**src/logic/tmr_presc_cfg.svh**
```systemverilog
// Offsets, field positions, reset values and codes of the timer prescaler block
`ifndef TMR_PRESC_CFG_SVH
`define TMR_PRESC_CFG_SVH

// ==========================================================
// Register indexes (byte address = 4 * index)
`define GTC_IDX        10'h023
`define CSEL_IDX       10'h024
`define PSC_IDX        10'h025
`define CNT0_IDX       10'h026
`define CNT1_IDX       10'h027

// ==========================================================
// Field positions
`define SYNC_HOLD_POS  7
`define PSR_POS        0
`define CSEL0_LSB      0
`define CSEL1_LSB      4

// ==========================================================
// Reset values
`define GTC_RESET      8'h00
`define CSEL_RESET     3'h0
`define CNT_RESET      16'h0000
`define PSC_RESET      10'h000

// ==========================================================
// Clock-select codes
`define CS_NONE        3'h0
`define CS_DIRECT      3'h1
`define CS_DIV8        3'h2
`define CS_DIV64       3'h3
`define CS_DIV256      3'h4
`define CS_DIV1024     3'h5
`define CS_EXT_FALL    3'h6
`define CS_EXT_RISE    3'h7

// ==========================================================
// Prescaler geometry: low bits that must all be ones per tap
`define PSC_W          10
`define DIV8_BITS      3
`define DIV64_BITS     6
`define DIV256_BITS    8
`define DIV1024_BITS   10

`endif

```
**src/logic/tmr_presc_pkg.sv**
```systemverilog
// Types shared by the timer prescaler block
package tmr_presc_pkg;

  typedef enum logic [1:0] {
    BUS_IDLE,
    BUS_RESP
  } bus_state_e;

  typedef logic [2:0] clk_sel_t;

endpackage

```
**src/logic/count_pin_sync.sv**
```systemverilog
// Count pin sampler: half-cycle latch stage, synchroniser and edge detector
`timescale 1ns/1ps
module count_pin_sync (
  // Clock and reset
  input  wire logic pclk,
  input  wire logic presetn,
  // Pin
  input  wire logic pin,
  // Detected edges, one-cycle pulses
  output logic      rise,
  output logic      fall
);

  logic lat_ff;
  logic sync_ff;
  logic prev_ff;
  logic rise_ff;
  logic fall_ff;
  logic nxt_rise;
  logic nxt_fall;

  // ==========================================================
  // Latch stage: holds the level seen as the clock falls
  always_ff @(negedge pclk or negedge presetn) begin
    if (!presetn) begin
      lat_ff <= 1'b0;
    end else begin
      lat_ff <= pin;
    end
  end

  // ==========================================================
  // Sampling and edge detection
  always_comb begin
    nxt_rise = sync_ff & ~prev_ff;
    nxt_fall = ~sync_ff & prev_ff;
  end

  always_ff @(posedge pclk or negedge presetn) begin
    if (!presetn) begin
      sync_ff <= 1'b0;
      prev_ff <= 1'b0;
      rise_ff <= 1'b0;
      fall_ff <= 1'b0;
    end else begin
      sync_ff <= lat_ff;
      prev_ff <= sync_ff;
      rise_ff <= nxt_rise;
      fall_ff <= nxt_fall;
    end
  end

  assign rise = rise_ff;
  assign fall = fall_ff;

endmodule

```
**src/logic/timer_prescaler_clock_select.sv**
```systemverilog
// Shared prescaler and per-timer clock selection with APB register access
//
// Implementation choice: the APB slave port.
`timescale 1ns/1ps
`include "tmr_presc_cfg.svh"

// What this block does
// - One shared prescaler feeds both timers; each has its own select field.
// - Select 1 ticks the timer on every system clock.
// - Selects 2 to 5 pick prescaler taps dividing by 8, 64, 256, 1024.
// - Prescaler runs freely whatever either select field holds.
// - First prescaled tick comes 1 to N+1 cycles after enabling.
// - Count pin sampled every clock, then edge detected.
// - Falling-phase latch stage, then rising-edge registers.
// - Select 7 counts rising pin edges, select 6 falling ones.
// - Pin edge reaches the counter 2.5 to 3.5 cycles later.
// - External pin pulses bypass the prescaler divider.
// - Sync-hold bit set keeps the prescaler reset bit; a kept one halts timers.
// - Clearing sync-hold makes hardware clear the prescaler reset bit.
// - Writing one to prescaler reset resets prescaler; self-clears unless held.
module timer_prescaler_clock_select (
  // Clock and reset
  input  wire logic        pclk,
  input  wire logic        presetn,
  // APB slave
  input  wire logic        psel,
  input  wire logic        penable,
  input  wire logic        pwrite,
  input  wire logic [11:0] paddr,
  input  wire logic [31:0] pwdata,
  output logic      [31:0] prdata,
  output logic             pready,
  output logic             pslverr,
  // External count pins, one per timer
  input  wire logic [1:0]  external_count_pin,
  // Timer count pulses, one per timer
  output logic      [1:0]  timer_count_clock
);

  // ==========================================================
  // Address decode shared by read and write paths
  function automatic logic hit(input logic [11:0] addr, input logic [9:0] idx);
    hit = (addr[1:0] == 2'h0) && (addr[11:2] == idx);
  endfunction

  function automatic logic mapped(input logic [11:0] addr);
    mapped = hit(addr, `GTC_IDX) | hit(addr, `CSEL_IDX) | hit(addr, `PSC_IDX) |
             hit(addr, `CNT0_IDX) | hit(addr, `CNT1_IDX);
  endfunction

  // ==========================================================
  // Tap and source selection for one timer
  function automatic logic pick_tick(
    input tmr_presc_pkg::clk_sel_t sel,
    input logic [`PSC_W-1:0]       psc,
    input logic                    ext_rise,
    input logic                    ext_fall
  );
    case (sel)
      `CS_NONE:     pick_tick = 1'b0;
      `CS_DIRECT:   pick_tick = 1'b1;
      `CS_DIV8:     pick_tick = &psc[`DIV8_BITS-1:0];
      `CS_DIV64:    pick_tick = &psc[`DIV64_BITS-1:0];
      `CS_DIV256:   pick_tick = &psc[`DIV256_BITS-1:0];
      `CS_DIV1024:  pick_tick = &psc[`DIV1024_BITS-1:0];
      `CS_EXT_FALL: pick_tick = ext_fall;
      `CS_EXT_RISE: pick_tick = ext_rise;
      default:      pick_tick = 1'b0;
    endcase
  endfunction

  // ==========================================================
  // Declarations
  tmr_presc_pkg::bus_state_e bus_state_ff;
  tmr_presc_pkg::bus_state_e nxt_bus_state;
  logic        [31:0]        prdata_ff;
  logic        [31:0]        nxt_prdata;
  logic                      pready_ff;
  logic                      nxt_pready;
  logic                      pslverr_ff;
  logic                      nxt_pslverr;
  logic                      commit_wr;

  logic                      sync_hold_ff;
  logic                      nxt_sync_hold;
  logic                      psr_ff;
  logic                      nxt_psr;

  tmr_presc_pkg::clk_sel_t   csel_ff     [2];
  tmr_presc_pkg::clk_sel_t   nxt_csel    [2];

  logic        [`PSC_W-1:0]  psc_ff;
  logic        [`PSC_W-1:0]  nxt_psc;

  logic        [1:0]         ext_rise;
  logic        [1:0]         ext_fall;
  logic        [1:0]         tick_ff;
  logic        [1:0]         nxt_tick;
  logic        [15:0]        cnt_ff      [2];
  logic        [15:0]        nxt_cnt     [2];
  logic        [1:0]         cnt_clr;

  // ==========================================================
  // APB handshake: one wait state, answer in the second access cycle
  always_comb begin
    nxt_bus_state = bus_state_ff;
    nxt_pready    = 1'b0;
    nxt_pslverr   = 1'b0;
    nxt_prdata    = 32'h0000_0000;
    case (bus_state_ff)
      tmr_presc_pkg::BUS_IDLE: begin
        if (psel && penable) begin
          nxt_bus_state = tmr_presc_pkg::BUS_RESP;
          nxt_pready    = 1'b1;
          nxt_pslverr   = ~mapped(paddr);
          if (!pwrite) begin
            if (hit(paddr, `GTC_IDX)) begin
              nxt_prdata[`SYNC_HOLD_POS] = sync_hold_ff;
              nxt_prdata[`PSR_POS]       = psr_ff;
            end
            if (hit(paddr, `CSEL_IDX)) begin
              nxt_prdata[`CSEL0_LSB+2:`CSEL0_LSB] = csel_ff[0];
              nxt_prdata[`CSEL1_LSB+2:`CSEL1_LSB] = csel_ff[1];
            end
            if (hit(paddr, `PSC_IDX)) begin
              nxt_prdata[`PSC_W-1:0] = psc_ff;
            end
            if (hit(paddr, `CNT0_IDX)) begin
              nxt_prdata[15:0] = cnt_ff[0];
            end
            if (hit(paddr, `CNT1_IDX)) begin
              nxt_prdata[15:0] = cnt_ff[1];
            end
          end
        end
      end
      tmr_presc_pkg::BUS_RESP: begin
        nxt_bus_state = tmr_presc_pkg::BUS_IDLE;
      end
      default: begin
        nxt_bus_state = tmr_presc_pkg::BUS_IDLE;
      end
    endcase
  end

  always_ff @(posedge pclk or negedge presetn) begin
    if (!presetn) begin
      bus_state_ff <= tmr_presc_pkg::BUS_IDLE;
      pready_ff    <= 1'b0;
      pslverr_ff   <= 1'b0;
      prdata_ff    <= 32'h0000_0000;
    end else begin
      bus_state_ff <= nxt_bus_state;
      pready_ff    <= nxt_pready;
      pslverr_ff   <= nxt_pslverr;
      prdata_ff    <= nxt_prdata;
    end
  end

  // Writes land only on the edge that completes the access
  assign commit_wr = psel && penable && pwrite && pready_ff;

  // ==========================================================
  // General timer control: sync-hold and prescaler reset
  always_comb begin
    nxt_sync_hold = sync_hold_ff;
    // Without hold the reset bit lives one cycle only
    nxt_psr       = psr_ff & sync_hold_ff;
    if (commit_wr && hit(paddr, `GTC_IDX)) begin
      nxt_sync_hold = pwdata[`SYNC_HOLD_POS];
      if (pwdata[`SYNC_HOLD_POS]) begin
        // Hold keeps whatever was written, including a zero
        nxt_psr = pwdata[`PSR_POS];
      end else begin
        // Leaving hold releases the prescaler unless a new pulse is asked for
        nxt_psr = pwdata[`PSR_POS];
      end
    end
  end

  always_ff @(posedge pclk or negedge presetn) begin
    if (!presetn) begin
      sync_hold_ff <= 1'(`GTC_RESET >> `SYNC_HOLD_POS);
      psr_ff       <= 1'(`GTC_RESET >> `PSR_POS);
    end else begin
      sync_hold_ff <= nxt_sync_hold;
      psr_ff       <= nxt_psr;
    end
  end

  // ==========================================================
  // Clock-select fields, one per timer
  always_comb begin
    nxt_csel[0] = csel_ff[0];
    nxt_csel[1] = csel_ff[1];
    if (commit_wr && hit(paddr, `CSEL_IDX)) begin
      nxt_csel[0] = pwdata[`CSEL0_LSB+2:`CSEL0_LSB];
      nxt_csel[1] = pwdata[`CSEL1_LSB+2:`CSEL1_LSB];
    end
  end

  always_ff @(posedge pclk or negedge presetn) begin
    if (!presetn) begin
      csel_ff[0] <= `CSEL_RESET;
      csel_ff[1] <= `CSEL_RESET;
    end else begin
      csel_ff[0] <= nxt_csel[0];
      csel_ff[1] <= nxt_csel[1];
    end
  end

  // ==========================================================
  // Shared free-running prescaler
  always_comb begin
    if (psr_ff) begin
      nxt_psc = `PSC_RESET;
    end else begin
      // No select field takes part here, so only the reset bit, never a select change, shifts tap phase
      nxt_psc = psc_ff + `PSC_W'(1);
    end
  end

  always_ff @(posedge pclk or negedge presetn) begin
    if (!presetn) begin
      psc_ff <= `PSC_RESET;
    end else begin
      psc_ff <= nxt_psc;
    end
  end

  // ==========================================================
  // Per-timer pin sampling, source selection and tick counting
  genvar gi;
  generate
    for (gi = 0; gi < 2; gi++) begin : g_timer
      count_pin_sync u_sync (
        .pclk    (pclk),
        .presetn (presetn),
        .pin     (external_count_pin[gi]),
        .rise    (ext_rise[gi]),
        .fall    (ext_fall[gi])
      );

      // Edge detector runs all the time, so switching select in never
      // replays a stale edge, given a steady pin
      always_comb begin
        if (psr_ff) begin
          // Held reset keeps every source of this timer quiet
          nxt_tick[gi] = 1'b0;
        end else begin
          // Pin edges go straight to the tick, never into the divider
          nxt_tick[gi] = pick_tick(csel_ff[gi], psc_ff,
                                   ext_rise[gi], ext_fall[gi]);
        end
      end

      assign cnt_clr[gi] = commit_wr &&
                           hit(paddr, (gi == 0) ? `CNT0_IDX : `CNT1_IDX);

      always_comb begin
        nxt_cnt[gi] = cnt_ff[gi];
        if (tick_ff[gi]) begin
          nxt_cnt[gi] = cnt_ff[gi] + 16'h0001;
        end
        // A tick in the clearing cycle is kept, counting from zero
        if (cnt_clr[gi]) begin
          nxt_cnt[gi] = {15'h0000, tick_ff[gi]};
        end
      end

      always_ff @(posedge pclk or negedge presetn) begin
        if (!presetn) begin
          tick_ff[gi] <= 1'b0;
          cnt_ff[gi]  <= `CNT_RESET;
        end else begin
          tick_ff[gi] <= nxt_tick[gi];
          cnt_ff[gi]  <= nxt_cnt[gi];
        end
      end
    end
  endgenerate

  // ==========================================================
  // Outputs straight from flops
  assign prdata            = prdata_ff;
  assign pready            = pready_ff;
  assign pslverr           = pslverr_ff;
  assign timer_count_clock = tick_ff;

endmodule

```
**config.mk**
```make
export PLATFORM = sky130hd
export DESIGN_NAME = timer_prescaler_clock_select
export DESIGN_NICKNAME = d
export VERILOG_FILES = /design/src/logic/tmr_presc_pkg.sv /design/src/logic/count_pin_sync.sv /design/src/logic/timer_prescaler_clock_select.sv
export VERILOG_INCLUDE_DIRS = /design/src /design/src/logic
export SDC_FILE = /design/constraint.sdc
export NUM_CORES = 1
export LEC_CHECK = 0
export BUFFER_PORTS_ARGS = -buffer_cell sky130_fd_sc_hd__buf_2
export CAP_MARGIN = 40
export CORE_MARGIN = 1.5
export CORE_UTILIZATION = 35
export DETAILED_ROUTE_END_ITERATION = 12
export GPL_ROUTABILITY_DRIVEN = 1
export PLACE_DENSITY = 0.56
export SYNTH_ARGS = -nofsm -noshare
export SYNTH_HDL_FRONTEND = slang
export SYNTH_SLANG_ARGS = --single-unit
```
**constraint.sdc**
```tcl
create_clock -name pclk -period 2.4 [get_ports pclk]
set_clock_uncertainty 0.15 [all_clocks]
set_input_delay 0.36 -clock pclk [delete_from_list [all_inputs] [get_ports pclk]]
set_output_delay 0.36 -clock pclk [all_outputs]
set_load 0.02 [all_outputs]
```
-- After elaboration in Yosys (flattened, before gate mapping)
Cells that the tools add are included.
- bits in registers: 82
- bits in latches: 0
- bits in writable memories: 0
- memory bits (read-only): 0
- input port bits: 51
- output and inout port bits: 36
- memories kept: 0
- add/subtract/negate cells: 3
- multiply operators: 0
- div/mod/pow operators: 0
- $lt $le $gt $ge: 0
- equality and inequality tests: 20
- shift-type cells: 0
- multiplexer cells: 26
- bitwise operators: 14
- reduce and logical (&&, ||, !) cells: 22
- operator list (cell ; number):
    16-bit 2-to-1 mux ; 9
    10-bit by 6-bit equality test with 1-bit output, second input constant ; 5
    16-bit by 1-bit adder with 16-bit output, second input constant ; 2
    3-bit equality test, second input constant ; 8
    10-bit 2-to-1 mux ; 2
    1-bit case mux with 8 select lines ; 2
    3-bit by 2-bit equality test with 1-bit output, second input constant ; 4
    1-bit logical AND ; 12
    10-bit by 1-bit adder with 10-bit output, second input constant ; 1
    10-bit AND reduction ; 1
    1-bit 2-to-1 mux ; 9
    8-bit AND reduction ; 1
    3-bit by 1-bit equality test with 1-bit output, second input constant ; 2
    3-bit logical NOT ; 2
    3-bit 2-to-1 mux ; 2
    6-bit AND reduction ; 1
    1-bit bitwise AND ; 5
    1-bit NOT ; 5
    2-bit logical NOT ; 2
    2-bit 2-to-1 mux ; 2
    1-bit OR ; 4
    2-bit nonzero test ; 2
    3-bit AND reduction ; 1
    2-bit inequality test, second input constant ; 1

-- Logic depth before layout (Yosys ltp)
- word-level depth: 10
- gate-level depth with buffers: 6
- depth with buffers taken out: 5

-- Hierarchy
A second synthesis with hierarchy kept.
- cells, all modules: 364
- area total of the unflattened synthesis: 3945.0 um2
- by module, submodules not included (module ; instances ; cells an instance ; area an instance (um2) ; seq. area each (um2)):
    timer_prescaler_clock_select ; 1 ; 350 ; 3664.8 ; 1776.7
    count_pin_sync ; 2 ; 7 ; 140.1 ; 125.1

==> flow_summary.json <==
{
  "path_class": "reg -> reg",
  "dpl.cell_count": 574,
  "setup_violations": 0,
  "postLayoutCellArea_um2": 4737,
  "dominantRegCellSynth": "dfrtp_1",
  "crit_slowest_cell": "a2111oi_0",
  "synth_cell_types": 49,
  "hold_depth": 2,
  "via_count": 2978,
  "start_util_pct": 35.79,
  "power_density_nw_per_um2": 670.4,
  "dr.pass1.iters": 4,
  "final.period_utilization_pct": 86.89,
  "dieArea_um2": 12280,
  "avgRoutedWirePerCell_um": 14.82,
  "grt_pass1_wl_mm": 14.60,
  "gp_congestion": 0.7842,
  "crit_fanout": 5,
  "critPathLaunch": "psc_ff[0]",
  "grt.overflow.total": 0,
  "p_clk_share_pct": 42.2,
  "route.antenna.remaining_nets": 0,
  "critPathRequiredTime_ns": 2.42,
  "clk_pin_slew_ns": 0.06,
  "crit_path_end_kind": "flop",
  "switchingPower_w": 0.0008135,
  "min_from": "pwdata[6]",
  "drive_above_1_share_pct": 20.09,
  "min_period_ns": 2.085,
  "stdcell_count": 591,
  "cts_setup_buffers": 0,
  "slew_violations": 0,
  "ir_worst_vdd_uv": 432.4,
  "cts.sinks": 81,
  "rsz0062_at_grt": "no",
  "ys_seq_elements": 81,
  "place_area_um2": 4438,
  "die_h_um": 110.8,
  "status": "finished clean",
  "wirelength_mm": 8.761,
  "comb_power_share_pct": 9.1,
  "ys_warn_count": 0,
  "swShare_pct": 25.62,
  "r2r_cells": 5,
  "maxSlewHeadroom_pct": 56.08,
  "fillers": 1145,
  "cellLeakagePower_nw": 2.157,
  "worstMarginPinSlew_ns": 0.6422,
  "drv_cap": 0,
  "grt_pass1_vias": 2912,
  "antenna_found_initial": 0,
  "finalSetupTns_ns": 0,
  "cts_max_level": 3,
  "cts_buffers": 9,
  "nets": 498,
  "cts_resized": 0,
  "path_cells": "ha_1 > and3_1 > and4_1 > a21oi_1 > a2111oi_0",
  "layout_common_cells": "dfrtp_1, nor2_1, buf_2",
  "antennaDiodeCount": 0,
  "critPathMaxStageDelay_ns": 0.58,
  "avgViaCountPerCell": 5.039,
  "utilization_pct": 41.66,
  "clk_path_buf_depth": 2,
  "fmax_mhz": 479.5,
  "drt_iter0_drc": 127,
  "worst_slack_ns": 0.3146,
  "reg2reg_slack_ns": 0.31,
  "synth_area_um2": 4069,
  "grtUsageTotal_pct": 15.09,
  "synthCells": 389,
  "holdPathEnd": "csel_ff[2]",
  "grt_max_degree": 80,
  "seqPwrFrac_pct": 48.6,
  "final_common_cell": "dfrtp_1",
  "syn_to_final_growth_pct": 16.42,
  "seq_area_um2": 2027,
  "synth_edf_count": 0,
  "multi_input_area_um2": 1874,
  "cp-start-kind": "flop",
  "worstSkewPairLatency_ns": 0.34,
  "drc_errors": 0,
  "coreArea_um2": 11370,
  "r2r-end": "timer_count_clock[0]",
  "avgSynthCellArea_um2": 10.46,
  "async_flop_share_pct": 100.0,
  "dp_hpwl_mm": 6.404,
  "internal-power_w": 0.002362,
  "io_buffers": 45,
  "cts_tree": "done",
  "hold_path_class": "in -> reg",
  "rows": 39,
  "dpl_worst_slack_ns": 0.2470,
  "r2r_start": "psc_ff[0]",
  "io_pins": 87,
  "ys_seq_area_share_pct": 49.82,
  "arrival_ns": 2.10,
  "cts_root_buf": "clkbuf_16",
  "finalHoldViolCount": 0,
  "die_x_um": 110.8
}
==> what timing repair did <==
action                                  in CTS  in global routing
hold endpoints to repair                    79                  0
endpoints found under the setup margin       0                  0
hold buffers                                 1                  0
==> layer usage <==
metal | up-vias | part of all wire (%) | track usage [%] | routed length [um]
met5 | - | 0 | 0 | 0
met4 | 0 | 1.5 | 6.154 | 131
met3 | 7 | 4.0 | 3.663 | 352
met2 | 56 | 48 | 23.87 | 4218
met1 | 1469 | 46 | 19.89 | 4060
li1 | 1446 | - | - | -
==> final cells by class <==
class	count	area share, %
sequential	81	42.79
inverter	8	0.6339
tap	143	3.777
multi-input combinational	287	39.57
timing repair buffer	56	7.132
clock buffer	11	4.913
clock inverter	5	1.189
==> worst max-delay path by stage <==
| stage | cells past startpoint | to | slack [ns] |
|---|---|---|---|
| 6_report | 5 | timer_count_clock[0] | 0.31 |
| 5_1_grt | 5 | timer_count_clock[0] | 0.19 |
| 4_1_cts | 5 | timer_count_clock[0] | 0.39 |
| 3_5_place_dp | 6 | csel_ff[1] | 0.25 |
| 3_3_place_gp | 6 | csel_ff[2] | 0.23 |
| 2_1_floorplan | 5 | csel_ff[0] | 0.48 |
==> flip-flops by register name (all words and copies together), names as in the netlist <==
signal / flops
sync_hold_ff: 1
g_timer.u_sync.lat_ff: 2
prdata: 16
timer_count_clock: 2
cnt_ff: 32
bus_state_ff: 1
psc_ff: 10
g_timer.u_sync.sync_ff: 2
pready: 1
g_timer.u_sync.fall: 2
g_timer.u_sync.rise: 2
psr_ff: 1
pslverr: 1
csel_ff: 6
g_timer.u_sync.prev_ff: 2
==> stage by stage <==
step           hold WS [ns]  total power (W)
6_report            0.09916         0.003176
5_1_grt             0.09234         0.003328
4_1_cts             0.08725         0.003208
3_5_place_dp         0.2362         0.001861
3_3_place_gp         0.2244         0.001850
2_1_floorplan      -0.08559         0.001749
==> critical path: cells and delay by family (launching register included) <==
family	cells	cell delay, ns
AOI/OAI and AO/OA	2	0.67
DFF	1	0.42
adders and majority gates	1	0.19
and+or+nand+nor	2	0.48
==> kinds of logic (layout without fill, tap and decap cells) <==
kind of cell / after synthesis / count (layout) / synth area share [%]
mux: 21 / 21 / 5.904
simple gates: 166 / 166 / 22.79
compound gates: 47 / 47 / 7.565
xor+xnor: 33 / 33 / 7.103
other cells: 1 / 16 / 0.09216
flops: 81 / 81 / 49.82
fa+ha+maj: 4 / 4 / 1.230
buf+inv: 36 / 80 / 5.504
==> cells in the mapped netlist, types with 2 or more instances <==
| library cell | n | area, um2 |
|---|---|---|
| dfrtp_1 | 79 | 1977 |
| nor2_1 | 57 | 214.0 |
| nand2_1 | 22 | 82.58 |
| xnor2_1 | 21 | 183.9 |
| buf_4 | 17 | 127.6 |
| a21oi_1 | 16 | 80.08 |
| nand4_1 | 16 | 100.1 |
| mux2i_1 | 12 | 120.1 |
| xor2_1 | 12 | 105.1 |
| o21ai_0 | 10 | 50.05 |
| nand3_1 | 9 | 45.04 |
| nor4_1 | 9 | 56.30 |
| inv_1 | 8 | 30.03 |
| nor2b_1 | 8 | 50.05 |
| nor3_1 | 8 | 40.04 |
| clkbuf_1 | 6 | 22.52 |
| or3_1 | 6 | 37.54 |
| and3_1 | 5 | 31.28 |
| mux2_4 | 5 | 75.07 |
| o2bb2ai_1 | 5 | 43.79 |
| and2_1 | 4 | 25.02 |
| ha_1 | 4 | 50.05 |
| mux2_2 | 4 | 45.04 |
| o31ai_1 | 4 | 30.03 |
| a22oi_1 | 3 | 22.52 |
| and4_1 | 3 | 26.28 |
| buf_6 | 3 | 33.78 |
| nand3_2 | 3 | 30.03 |
| a2111oi_0 | 2 | 17.52 |
| a211oi_1 | 2 | 15.01 |
| buf_2 | 2 | 10.01 |
| dfrtn_1 | 2 | 50.05 |
| nor3_2 | 2 | 20.02 |
| nor4b_4 | 2 | 47.55 |
| or2_0 | 2 | 12.51 |
| or4_1 | 2 | 15.01 |
| or4b_1 | 2 | 20.02 |
==> power groups by stage <==
stage	clock, W	combinational, W	sequential, W
finish	0.00134	0.000289	0.00154
floorplan	0	0.000210	0.00154
CTS	0.00137	0.000295	0.00155
global route	0.00144	0.000332	0.00156
detailed placement	0	0.000292	0.00157
global placement	0	0.000284	0.00157
Note: power is estimated with default switching activity, not from simulation.
